File: config.mk
export PLATFORM = sky130hd
export DESIGN_NAME = pcr_regs
export DESIGN_NICKNAME = d
export VERILOG_FILES = /design/src/logic/pcr_pkg.sv /design/src/logic/pcr_regs.sv /design/src/logic/pcr_sync.sv /design/src/logic/pcr_debounce.sv
export VERILOG_INCLUDE_DIRS = /design/src /design/src/logic
export SDC_FILE = /design/constraint.sdc
export NUM_CORES = 1
export LEC_CHECK = 0
export BUFFER_PORTS_ARGS = -buffer_cell sky130_fd_sc_hd__buf_4
export CORE_ASPECT_RATIO = 1.4
export CORE_MARGIN = 1
export CORE_UTILIZATION = 27
export CTS_CLUSTER_SIZE = 25
export DETAILED_ROUTE_END_ITERATION = 10
export PLACE_DENSITY = 0.47
export SLEW_MARGIN = 20
export SYNTH_ARGS = -nofsm -noshare
export SYNTH_HDL_FRONTEND = slang
export SYNTH_SLANG_ARGS = --single-unit
File: constraint.sdc
create_clock -name aclk -period 1.79 [get_ports aclk]
set_input_delay 0 -clock aclk [delete_from_list [all_inputs] [get_ports aclk]]
set_output_delay 0 -clock aclk [all_outputs]
set_load 0.01 [all_outputs]
File: src/logic/pcr_defines.svh
`ifndef PCR_DEFINES_SVH
`define PCR_DEFINES_SVH

// Register indices; the byte address is four times the index.
`define PCR_IDX_BASE_CTL   4'h5
`define PCR_IDX_SELECT     4'h7
`define PCR_IDX_LINE       4'h8
`define PCR_IDX_SPEED      4'h9
`define PCR_IDX_CAPAB      4'ha
`define PCR_IDX_RELIAB     4'hb
`define PCR_IDX_ERRCNT     4'hc
`define PCR_IDX_LOOP       4'hd
`define PCR_IDX_SPARE_E    4'he
`define PCR_IDX_SPARE_F    4'hf

// Field positions.
`define PCR_F_ACCEL        0
`define PCR_F_MULTI        1
`define PCR_F_BRIDGE_LSB   6
`define PCR_F_PAGE_LSB     5
`define PCR_F_PORT_LSB     0
`define PCR_F_DIS          0
`define PCR_F_PIE          4
`define PCR_F_FAULT        3
`define PCR_F_SBFAULT      2
`define PCR_F_SCRAMOFF     1
`define PCR_F_LOOPDIS      2
`define PCR_F_HARDDIS      0

// Reset values and fixed codes.
`define PCR_NUM_PORTS      3
`define PCR_PAGE_PORT      3'h0
`define PCR_SPEED_CAP      3'h2
`define PCR_PORT_SPEED     3'h3
`define PCR_RST_BRIDGE     2'h0
`define PCR_RST_PAGE       3'h0
`define PCR_RST_PORT       4'h0
`define PCR_RESP_OKAY      2'h0
`define PCR_RESP_SLVERR    2'h2

// Timing.
`define PCR_CLK_HZ         20000000
`define PCR_DEBOUNCE_MS    341
`define PCR_DEBOUNCE_CYC   (`PCR_DEBOUNCE_MS * (`PCR_CLK_HZ / 1000))

`endif

File: src/logic/pcr_pkg.sv
package pcr_pkg;

  // Same-clock status from the port logic.
  typedef struct packed {
    logic       is_downstream_port;
    logic       receive_good;
    logic [2:0] neg_speed;
    logic       fault_evt;
    logic       sb_fault_evt;
    logic       sb_exit;
    logic       dc_connected;
    logic       lpp;
    logic [2:0] cable_speed;
    logic       conn_unreliable;
    logic       beta_mode;
    logic [7:0] err_count;
    logic       in_standby;
  } pcr_port_stat_t;

  // Per-port controls driven to the port logic.
  typedef struct packed {
    logic port_off;
    logic event_enable;
    logic scram_off;
    logic loop_off;
    logic hard_off;
  } pcr_port_ctl_t;

endpackage : pcr_pkg

File: src/logic/pcr_regs.sv
// What this block does
// RULE1: The accel enable turns on accelerated arbitration, resets to 0, survives bus reset, is off in beta mode.
// RULE2: Software sets the accel enable only with an enhanced-revision link controller attached.
// RULE3: The multispeed enable allows mixed-speed concatenation, resets to 0, survives bus reset, is off in beta mode.
// RULE4: Software sets the multispeed enable only with an enhanced-revision link controller attached.
// RULE5: A read-only 3-bit field keeps the top legacy speed seen in self-ID packets, capped at S400.
// RULE6: A read-only flag shows the synchronised beta-mode pin.
// RULE7: A writable 2-bit bridge field, reset 0, feeds the self-ID bridge bits.
// RULE8: A writable 3-bit page selector picks the page at 8 to 15, resets to 0, survives bus reset.
// RULE9: A writable 4-bit port selector, ports from zero, resets to 0, survives bus reset.
// RULE10: Software reaches a port page by writing page 0 and the port number into register 7.
// RULE11: A selected port that does not exist reads as zero in every port page register.
// RULE12: Register 13 of the port page holds loop disable, in standby and hard disable; upper bits reserved.
// RULE13: Each pair's line state reads as a 2-bit code: 11 Z, 01 one, 10 zero, 00 invalid.
// RULE14: The connected flag sets after about 341 ms of stable connection and clears on hard reset only; the code clears it when the connect pin drops.
// RULE15: The port disable bit keeps the port inactive, resets to 0, survives bus reset.
// RULE16: Reserved addresses and bits ignore writes and read as zero.
`timescale 1ns/100ps
`include "pcr_defines.svh"
module pcr_regs import pcr_pkg::*; #(
  parameter int unsigned DEBOUNCE_CYCLES = `PCR_DEBOUNCE_CYC
) (
  // Clock and reset.
  input  wire logic                                aclk,
  input  wire logic                                aresetn,
  // AXI4-Lite slave.
  input  wire logic [7:0]                          awaddr,
  input  wire logic [2:0]                          awprot,
  input  wire logic                                awvalid,
  output logic                                     awready_ff,
  input  wire logic [31:0]                         wdata,
  input  wire logic [3:0]                          wstrb,
  input  wire logic                                wvalid,
  output logic                                     wready_ff,
  output logic [1:0]                               bresp_ff,
  output logic                                     bvalid_ff,
  input  wire logic                                bready,
  input  wire logic [7:0]                          araddr,
  input  wire logic [2:0]                          arprot,
  input  wire logic                                arvalid,
  output logic                                     arready_ff,
  output logic [31:0]                              rdata_ff,
  output logic [1:0]                               rresp_ff,
  output logic                                     rvalid_ff,
  input  wire logic                                rready,
  // Physical-layer state.
  input  wire logic                                bus_reset,
  input  wire logic                                beta_mode_active,
  input  wire logic                                beta_mode_pin,
  input  wire logic                                selfid_valid,
  input  wire logic                                selfid_legacy,
  input  wire logic [2:0]                          selfid_speed,
  input  wire logic [`PCR_NUM_PORTS*4-1:0]         port_line_pins,
  input  wire logic [`PCR_NUM_PORTS-1:0]           port_connect_pins,
  input  wire pcr_port_stat_t [`PCR_NUM_PORTS-1:0] port_stat,
  // Controls to the physical layer.
  output logic                                     accel_arb_active_ff,
  output logic                                     multispeed_concat_active_ff,
  output logic [1:0]                               bridge_bits_ff,
  output pcr_port_ctl_t [`PCR_NUM_PORTS-1:0]       port_ctl_ff
);

  localparam int NP = `PCR_NUM_PORTS;
  localparam int SW = NP * 5 + 1;

  // ==========================================================================
  // Address decode
  function automatic logic [3:0] reg_index(input logic [7:0] a);
    reg_index = a[5:2];
  endfunction : reg_index

  function automatic logic is_mapped(input logic [7:0] a);
    logic [3:0] i;
    i = a[5:2];
    is_mapped = (a[7:6] == 2'h0) && (a[1:0] == 2'h0) &&
                ((i == `PCR_IDX_BASE_CTL) || (i >= `PCR_IDX_SELECT));
  endfunction : is_mapped

  // ==========================================================================
  // Pin synchronisers and connection debounce
  logic [SW-1:0] sync_q;
  logic [NP-1:0] con;

  pcr_sync #(.W(SW)) u_sync (
    .aclk    (aclk),
    .aresetn (aresetn),
    .d_in    ({beta_mode_pin, port_connect_pins, port_line_pins}),
    .q_ff    (sync_q)
  );

  genvar gp;
  generate
    for (gp = 0; gp < NP; gp++)
    begin : g_deb
      pcr_debounce #(.CYCLES(DEBOUNCE_CYCLES)) u_deb ( // RULE14
        .aclk    (aclk),
        .aresetn (aresetn),
        .raw     (sync_q[NP*4 + gp]),
        .con_ff  (con[gp])
      );
    end
  endgenerate

  // ==========================================================================
  // Register state
  logic                 accel_en_ff, nxt_accel_en;
  logic                 multi_en_ff, nxt_multi_en;
  logic [1:0]           bridge_ff, nxt_bridge;
  logic [2:0]           page_ff, nxt_page;
  logic [3:0]           port_sel_ff, nxt_port_sel;
  logic [2:0]           legacy_ff, nxt_legacy;
  logic [NP-1:0]        fault_ff, nxt_fault;
  logic [NP-1:0]        sbfault_ff, nxt_sbfault;
  pcr_port_ctl_t [NP-1:0] nxt_port_ctl;
  logic                 aw_got_ff, nxt_aw_got;
  logic                 w_got_ff, nxt_w_got;
  logic [7:0]           awaddr_ff, nxt_awaddr;
  logic [31:0]          wdata_ff, nxt_wdata;
  logic [3:0]           wstrb_ff, nxt_wstrb;
  logic                 nxt_bvalid, nxt_rvalid;
  logic [1:0]           nxt_bresp, nxt_rresp;
  logic [31:0]          nxt_rdata;
  logic                 wr_do;
  logic                 sel_valid;
  logic [1:0]           ps;
  logic [2:0]           cand;
  logic                 beta_link_present;

  assign beta_link_present     = sync_q[SW-1]; // RULE6
  assign ps        = port_sel_ff[1:0];
  assign sel_valid = (page_ff == `PCR_PAGE_PORT) && (port_sel_ff < 4'(NP)); // RULE10 RULE11
  assign wr_do     = aw_got_ff && w_got_ff && !bvalid_ff;
  assign cand      = (selfid_speed > `PCR_SPEED_CAP) ? `PCR_SPEED_CAP : selfid_speed; // RULE5

  // ==========================================================================
  // Next-state logic
  always_comb
  begin
    nxt_accel_en = accel_en_ff;
    nxt_multi_en = multi_en_ff;
    nxt_bridge   = bridge_ff;
    nxt_page     = page_ff;
    nxt_port_sel = port_sel_ff;
    nxt_legacy   = legacy_ff;
    nxt_port_ctl = port_ctl_ff;
    nxt_aw_got   = aw_got_ff;
    nxt_w_got    = w_got_ff;
    nxt_awaddr   = awaddr_ff;
    nxt_wdata    = wdata_ff;
    nxt_wstrb    = wstrb_ff;
    nxt_bvalid   = bvalid_ff;
    nxt_bresp    = bresp_ff;
    nxt_rvalid   = rvalid_ff;
    nxt_rresp    = rresp_ff;
    nxt_rdata    = rdata_ff;
    // Sticky faults: the event wins over a same-cycle clear.
    for (int p = 0; p < NP; p++)
    begin
      nxt_fault[p]   = port_stat[p].fault_evt | fault_ff[p];
      nxt_sbfault[p] = port_stat[p].sb_fault_evt | (sbfault_ff[p] & ~port_stat[p].sb_exit);
    end
    if (bus_reset)
      nxt_legacy = 3'h0;
    else if (selfid_valid && selfid_legacy && (cand > legacy_ff))
      nxt_legacy = cand; // RULE5
    // Write channel.
    if (awvalid && awready_ff)
    begin
      nxt_aw_got = 1'b1;
      nxt_awaddr = awaddr;
    end
    if (wvalid && wready_ff)
    begin
      nxt_w_got = 1'b1;
      nxt_wdata = wdata;
      nxt_wstrb = wstrb;
    end
    if (bvalid_ff && bready)
      nxt_bvalid = 1'b0;
    if (wr_do)
    begin
      nxt_aw_got = 1'b0;
      nxt_w_got  = 1'b0;
      nxt_bvalid = 1'b1;
      nxt_bresp  = is_mapped(awaddr_ff) ? `PCR_RESP_OKAY : `PCR_RESP_SLVERR;
      if (is_mapped(awaddr_ff) && wstrb_ff[0])
      begin
        case (reg_index(awaddr_ff))
          `PCR_IDX_BASE_CTL:
          begin
            nxt_accel_en = wdata_ff[`PCR_F_ACCEL]; // RULE1
            nxt_multi_en = wdata_ff[`PCR_F_MULTI]; // RULE3
            nxt_bridge   = wdata_ff[`PCR_F_BRIDGE_LSB +: 2]; // RULE7
          end
          `PCR_IDX_SELECT:
          begin
            nxt_page     = wdata_ff[`PCR_F_PAGE_LSB +: 3]; // RULE8
            nxt_port_sel = wdata_ff[`PCR_F_PORT_LSB +: 4]; // RULE9
          end
          `PCR_IDX_LINE:
            if (sel_valid)
              nxt_port_ctl[ps].port_off = wdata_ff[`PCR_F_DIS]; // RULE15
          `PCR_IDX_SPEED:
            if (sel_valid)
            begin
              nxt_port_ctl[ps].event_enable = wdata_ff[`PCR_F_PIE];
              nxt_port_ctl[ps].scram_off    = wdata_ff[`PCR_F_SCRAMOFF];
              if (wdata_ff[`PCR_F_FAULT])
                nxt_fault[ps] = port_stat[ps].fault_evt;
              if (wdata_ff[`PCR_F_SBFAULT])
                nxt_sbfault[ps] = port_stat[ps].sb_fault_evt;
            end
          `PCR_IDX_LOOP:
            if (sel_valid)
            begin
              nxt_port_ctl[ps].loop_off = wdata_ff[`PCR_F_LOOPDIS]; // RULE12
              nxt_port_ctl[ps].hard_off = wdata_ff[`PCR_F_HARDDIS];
            end
          default:
            nxt_page = page_ff; // RULE16
        endcase
      end
    end
    // Read channel.
    if (rvalid_ff && rready)
      nxt_rvalid = 1'b0;
    if (arvalid && arready_ff)
    begin
      nxt_rvalid = 1'b1;
      nxt_rdata  = 32'h0;
      nxt_rresp  = is_mapped(araddr) ? `PCR_RESP_OKAY : `PCR_RESP_SLVERR;
      if (is_mapped(araddr))
      begin
        case (reg_index(araddr))
          `PCR_IDX_BASE_CTL:
            nxt_rdata[7:0] = {bridge_ff, beta_link_present, legacy_ff, multi_en_ff, accel_en_ff};
          `PCR_IDX_SELECT:
            nxt_rdata[7:0] = {page_ff, 1'b0, port_sel_ff};
          `PCR_IDX_LINE:
            if (sel_valid)
              nxt_rdata[7:0] = {sync_q[ps*4 +: 4], port_stat[ps].is_downstream_port,
                                con[ps], port_stat[ps].receive_good,
                                port_ctl_ff[ps].port_off}; // RULE13 RULE14
          `PCR_IDX_SPEED:
            if (sel_valid)
              nxt_rdata[7:0] = {port_stat[ps].neg_speed, port_ctl_ff[ps].event_enable,
                                fault_ff[ps], sbfault_ff[ps],
                                port_ctl_ff[ps].scram_off, 1'b0};
          `PCR_IDX_CAPAB:
            if (sel_valid)
              nxt_rdata[7:0] = {port_stat[ps].dc_connected, `PCR_PORT_SPEED,
                                port_stat[ps].lpp, port_stat[ps].cable_speed};
          `PCR_IDX_RELIAB:
            if (sel_valid)
              nxt_rdata[7:0] = {port_stat[ps].conn_unreliable, 2'h0,
                                port_stat[ps].beta_mode, 4'h0};
          `PCR_IDX_ERRCNT:
            if (sel_valid)
              nxt_rdata[7:0] = port_stat[ps].err_count;
          `PCR_IDX_LOOP:
            if (sel_valid)
              nxt_rdata[7:0] = {5'h0, port_ctl_ff[ps].loop_off,
                                port_stat[ps].in_standby, port_ctl_ff[ps].hard_off}; // RULE12
          default:
            nxt_rdata = 32'h0; // RULE16
        endcase
      end
    end
  end

  // ==========================================================================
  // Registers
  always_ff @(posedge aclk)
  begin
    if (!aresetn)
    begin
      accel_en_ff                 <= 1'b0;
      multi_en_ff                 <= 1'b0;
      bridge_ff                   <= `PCR_RST_BRIDGE;
      page_ff                     <= `PCR_RST_PAGE;
      port_sel_ff                 <= `PCR_RST_PORT;
      legacy_ff                   <= 3'h0;
      fault_ff                    <= '0;
      sbfault_ff                  <= '0;
      port_ctl_ff                 <= '0;
      aw_got_ff                   <= 1'b0;
      w_got_ff                    <= 1'b0;
      awaddr_ff                   <= 8'h0;
      wdata_ff                    <= 32'h0;
      wstrb_ff                    <= 4'h0;
      awready_ff                  <= 1'b0;
      wready_ff                   <= 1'b0;
      bvalid_ff                   <= 1'b0;
      bresp_ff                    <= `PCR_RESP_OKAY;
      arready_ff                  <= 1'b0;
      rvalid_ff                   <= 1'b0;
      rresp_ff                    <= `PCR_RESP_OKAY;
      rdata_ff                    <= 32'h0;
      accel_arb_active_ff         <= 1'b0;
      multispeed_concat_active_ff <= 1'b0;
      bridge_bits_ff              <= `PCR_RST_BRIDGE;
    end
    else
    begin
      accel_en_ff                 <= nxt_accel_en;
      multi_en_ff                 <= nxt_multi_en;
      bridge_ff                   <= nxt_bridge;
      page_ff                     <= nxt_page;
      port_sel_ff                 <= nxt_port_sel;
      legacy_ff                   <= nxt_legacy;
      fault_ff                    <= nxt_fault;
      sbfault_ff                  <= nxt_sbfault;
      port_ctl_ff                 <= nxt_port_ctl;
      aw_got_ff                   <= nxt_aw_got;
      w_got_ff                    <= nxt_w_got;
      awaddr_ff                   <= nxt_awaddr;
      wdata_ff                    <= nxt_wdata;
      wstrb_ff                    <= nxt_wstrb;
      awready_ff                  <= !nxt_aw_got && !nxt_bvalid;
      wready_ff                   <= !nxt_w_got && !nxt_bvalid;
      bvalid_ff                   <= nxt_bvalid;
      bresp_ff                    <= nxt_bresp;
      arready_ff                  <= !nxt_rvalid;
      rvalid_ff                   <= nxt_rvalid;
      rresp_ff                    <= nxt_rresp;
      rdata_ff                    <= nxt_rdata;
      accel_arb_active_ff         <= accel_en_ff & ~beta_mode_active; // RULE1
      multispeed_concat_active_ff <= multi_en_ff & ~beta_mode_active; // RULE3
      bridge_bits_ff              <= bridge_ff; // RULE7
    end
  end
endmodule : pcr_regs

File: src/logic/pcr_sync.sv
`timescale 1ns/100ps
module pcr_sync #(
  parameter int W = 1
) (
  // Clock and reset.
  input  wire logic         aclk,
  input  wire logic         aresetn,
  // Asynchronous levels in, filtered levels out.
  input  wire logic [W-1:0] d_in,
  output logic      [W-1:0] q_ff
);

  logic [W-1:0] s1_ff;
  logic [W-1:0] s2_ff;
  logic [W-1:0] s3_ff;
  logic [W-1:0] nxt_q;

  // A bit changes once the second and third stages agree.
  always_comb
  begin
    nxt_q = (s2_ff & s3_ff) | (q_ff & (s2_ff ^ s3_ff));
  end

  always_ff @(posedge aclk)
  begin
    if (!aresetn)
    begin
      s1_ff <= '0;
      s2_ff <= '0;
      s3_ff <= '0;
      q_ff  <= '0;
    end
    else
    begin
      s1_ff <= d_in;
      s2_ff <= s1_ff;
      s3_ff <= s2_ff;
      q_ff  <= nxt_q;
    end
  end

endmodule : pcr_sync

File: src/logic/pcr_debounce.sv
`timescale 1ns/100ps
module pcr_debounce #(
  parameter int unsigned CYCLES = 1
) (
  // Clock and reset.
  input  wire logic aclk,
  input  wire logic aresetn,
  // Synchronised raw connection, debounced flag.
  input  wire logic raw,
  output logic      con_ff
);

  localparam int CW = $clog2(CYCLES + 1);

  logic [CW-1:0] cnt_ff;
  logic [CW-1:0] nxt_cnt;
  logic          nxt_con;

  always_comb
  begin
    nxt_cnt = cnt_ff;
    nxt_con = con_ff;
    if (!raw)
    begin
      nxt_cnt = '0;
      nxt_con = 1'b0;
    end
    else if (!con_ff)
    begin
      if (cnt_ff == CW'(CYCLES - 1))
        nxt_con = 1'b1;
      else
        nxt_cnt = cnt_ff + 1'b1;
    end
  end

  always_ff @(posedge aclk)
  begin
    if (!aresetn)
    begin
      cnt_ff <= '0;
      con_ff <= 1'b0;
    end
    else
    begin
      cnt_ff <= nxt_cnt;
      con_ff <= nxt_con;
    end
  end

endmodule : pcr_debounce

==> results.py <==
metrics = {
    "outcome": {
        "status": "complete, but fails checks",
        "violations": "setup timing",
    },
    "flow_run": {
        "cap_viol_max_count": 0,
    },
    "finish": {
        "fin_area_um2": 14400,
        "fin_nets": 1579,
        "area_delta_synth_final_pct": 48.2,
        "drive_above_1_share_pct": 33.0,
        "final_util_pct": 41.0,
        "n_fill_cell": 3554,
    },
    "synth": {
        "synth_edf_count": 0,
        "synthTopCellsByArea": "dfxtp_1 43%, mux2i_1 6.3%, and2_1 4.1%",
        "ys_ff_latch": 209,
        "syn-cell-area_um2": 9730,
        "synth_async_sr_flop_share_pct": 0,
        "postSynthAreaPerCell_um2": 9.19,
        "yosysTopAreaCell": "dfxtp_1",
        "netlist.area_leader.share_pct": 43.0,
        "synthFlopType": "dfxtp_1",
        "synthCells": 1059,
        "ys_warn_count": 0,
        "netlist-cell-type-count": 72,
        "synth_seq_area_share_pct": 43.0,
    },
    "timing": {
        "timing.final.crit_share_pct": 105,
        "rsz0062_at_grt": "true",
        "skew_ps": 10.6,
        "slew_headroom_pct": 55.9,
        "fmax_ghz": 0.530,
        "finalCriticalPeriod_ps": 1890,
        "worst_pin_slew_ps": 660,
        "finalSetupViolCount": 22,
        "fin_ws_ps": -97.7,
        "timing.final.max_slew_violations": 0,
        "hold_viol_final": 0,
    },
    "min_path": {
        "holdPathStages": 4,
        "hold_end": "rresp_ff[1]$_SDFFE_PN0P_",
        "hold_path_class": "in2reg",
        "worstHoldStart": "araddr[6]",
    },
    "clock_tree": {
        "cts_tree": "done",
        "clock_path_buffers": 3,
        "clock_latency_ps": 530,
        "numCtsBuffers": 23,
        "clock_sinks": 209,
        "htree_levels": 1,
        "cts.clk_slew.worst_paths_ps": 60,
        "clockRootBuffer": "clkbuf_16",
    },
    "placed_design": {
        "place_area_um2": 12200,
        "dp_hpwl_um": 21800,
        "gp_congestion": 0.806,
        "port_buffers": 160,
        "pre_cts_ws_ps": -250,
    },
    "worst_setup_path": {
        "max_stage_delay_ps": 500,
        "crit_chain": "or4b_1 -> or4_4 -> o21ai_2 -> buf_4 -> mux2i_1 -> nor2_1",
        "arrival_ps": 2280,
        "r2r_start": "g_deb[0].u_deb.cnt_ff[8]$_SDFFE_PN0P_",
        "reg2reg_depth": 6,
        "critPathKind": "reg2reg",
        "start_kind": "register",
        "path_buf_inv": 1,
        "path_max_fanout": 4,
        "reg2reg_slack_ps": -100,
        "r2r-end": "g_deb[0].u_deb.cnt_ff[1]$_SDFFE_PN0P_",
        "slowest_stage": "or4b_1",
        "critical_path.top_delay_family": "simple AND/OR/NAND/NOR gates",
        "crit_path_end_kind": "register",
        "required_ps": 2180,
    },
    "detailed_routing": {
        "drt_iter0_markers": 301,
        "vias": 8610,
        "wl_per_cell_um": 15.6,
        "drt-pass1-iter-count": 5,
        "vias_per_cell": 4.60,
        "wl_um": 29100,
        "antenna_left": 0,
        "drcViolationCount": 0,
    },
    "pwr": {
        "vdd_drop_max_v": 0.000619,
        "finalPower_mw": 10.5,
        "static-leakage-power_nw": 5.68,
        "p_per_area_nw_per_um2": 725,
    },
    "grt": {
        "grt-ovfl-total": 0,
        "antenna_found_initial": 3,
        "grt_max_degree": 53,
        "grt_usage_pct": 15.8,
        "first_global_vias": 8447,
        "grt_pass1_wl_um": 45400,
    },
    "floorplanning": {
        "io_pins": 220,
        "rows": 81,
        "chipWidth_um": 162,
        "core-area_um2": 35200,
        "initial_utilization_pct": 27.7,
        "die_area_um2": 36800,
        "die_h_um": 227,
    },
}
==> tightest hold or removal path, delay by kind of cell <==
family / cells / cell delay [ps]
buffers and inverters: 1 / 80
and+or+nand+nor: 3 / 420
==> worst max-delay path by stage <==
stage,start,end,slack (ps),cells past startpoint
after floorplan,g_deb[0].u_deb.cnt_ff[9]$_SDFFE_PN0P_,g_deb[0].u_deb.cnt_ff[1]$_SDFFE_PN0P_,-90,6
after global placement,port_sel_ff[1]$_SDFFE_PN0P_,rdata_ff[1]$_SDFFE_PN0P_,-250,7
after detailed placement,port_sel_ff[1]$_SDFFE_PN0P_,rdata_ff[1]$_SDFFE_PN0P_,-250,7
after CTS,g_deb[0].u_deb.cnt_ff[8]$_SDFFE_PN0P_,g_deb[0].u_deb.cnt_ff[1]$_SDFFE_PN0P_,-110,6
after global routing,g_deb[1].u_deb.cnt_ff[1]$_SDFFE_PN0P_,g_deb[1].u_deb.cnt_ff[13]$_SDFFE_PN0P_,-200,8
final,g_deb[0].u_deb.cnt_ff[8]$_SDFFE_PN0P_,g_deb[0].u_deb.cnt_ff[1]$_SDFFE_PN0P_,-100,6
==> cells in the final DEF, fill, tap and decap left out, drive strengths merged, types with 6 or more instances in the layout <==
| cell type | n |
|---|---|
| dfxtp | 209 |
| xor2 | 15 |
| nand3b | 10 |
| nand2 | 88 |
| buf | 302 |
| a21boi | 19 |
| clkbuf | 33 |
| or3 | 19 |
| nand4 | 17 |
| dlygate4sd3 | 63 |
| a31oi | 12 |
| mux2i | 61 |
| nor2 | 65 |
| o21a | 6 |
| nor2b | 47 |
| a211oi | 7 |
| or4 | 11 |
| o2bb2ai | 11 |
| conb | 27 |
| xnor2 | 20 |
| nor4 | 11 |
| nand3 | 25 |
| nor3 | 20 |
| nand2b | 12 |
| o31ai | 6 |
| and2 | 65 |
| ha | 22 |
| a21oi | 46 |
| and3 | 9 |
| o21ai | 48 |
| a22oi | 8 |
| nor4b | 7 |
| and4 | 7 |
| inv | 25 |
==> timing repair <==
action | CTS | global route
hold buffers | 64 | 0
pin swaps | 13 | 56
buffers inserted | 2 | 7
hold endpoints to repair | 58 | 0
resized for setup | 56 | 116
cloned | 0 | 2
setup endpoints to repair | 49 | 74
==> layout make-up <==
cell class | count | area [um2] | share of cell area [%]
Clock inverter | 9 | 126 | 0.876
Clock buffer | 32 | 649 | 4.50
Sequential cell | 209 | 4210 | 29.2
Tap cell | 456 | 571 | 3.96
Inverter | 24 | 90.1 | 0.625
Multi-Input combinational cell | 772 | 5710 | 39.6
Antenna cell | 2 | 5.00 | 0.0347
Timing Repair Buffer | 367 | 3060 | 21.2
==> per-stage QoR <==
| stage | TNS [ps] | hold WS [ps] | std cells |
|---|---|---|---|
| after floorplan | -503 | 127 | 1085 |
| after global placement | -2810 | 209 | 1754 |
| after detailed placement | -3040 | 213 | 1754 |
| after CTS | -710 | -10.1 | 1861 |
| after global routing | -4950 | 13.4 | 1871 |
| final | -951 | 11.1 | 1871 |
==> sequential cells by signal (all words and copies together), names as in the netlist, 2 cells and up, named ones only <==
name / count
u_sync.q_ff: 16
fault_ff: 3
legacy_ff: 3
u_sync.s2_ff: 16
g_deb.u_deb.cnt_ff: 69
port_sel_ff: 4
u_sync.s3_ff: 16
page_ff: 3
bridge_ff: 2
wdata_ff: 8
sbfault_ff: 3
bridge_bits_ff: 2
rdata_ff: 8
awaddr_ff: 8
u_sync.s1_ff: 16
g_deb.u_deb.con_ff: 3
==> synth_stat cells (4+ instances only) <==
master and count:
dfxtp_1 209, nand2_1 88, nor2_1 65, and2_1 64
mux2i_1 61, nor2b_1 47, o21ai_0 47, a21oi_1 46
clkbuf_1 36, buf_4 28, nand3_1 25, inv_1 24
ha_1 22, xnor2_1 20, a21boi_0 19, nor3_1 18
or3_1 18, nand4_1 16, xor2_1 15, a31oi_1 12
nand2b_1 12, buf_2 11, o2bb2ai_1 11, nand3b_1 10
or4_1 10, a22oi_1 8, and3_1 8, and4_1 7
nor4_1 7, nor4b_1 7, a211oi_1 6, o21a_1 6
o31ai_1 6, a22o_1 4, mux2_2 4, mux4_2 4
nor4_2 4, o211ai_1 4
==> metal layers <==
metal | up-vias | global-route usage, % | wire [um]
met5 | - | 0 | 9
met1 | 4046 | 18.2 | 12000
met4 | 2 | 6.54 | 894
li1 | 4367 | - | -
met2 | 147 | 28.8 | 15100
met3 | 48 | 2.29 | 1160
==> power by group <==
| group | leakage, nW | switching [mW] | internal (mW) |
|---|---|---|---|
| clock network | 0.381 | 1.96 | 2.96 |
| logic | 3.60 | 0.314 | 0.435 |
| registers | 1.71 | 0.0549 | 4.74 |
| total | 5.68 | 2.33 | 8.13 |
==> kinds of logic after synthesis <==
kind of cell / count (synthesis) / share of synthesized area (%)
AO/OA/AOI/OAI: 189 / 12.7
XOR/XNOR: 35 / 3.15
adder cells (fa/ha/maj): 22 / 2.83
buffers and inverters: 104 / 5.89
flip-flops: 209 / 43.0
multiplexers: 69 / 7.66
other: 1 / 0.0385
AND/OR/NAND/NOR: 430 / 24.8
Note: power is estimated with default switching activity, not from simulation.
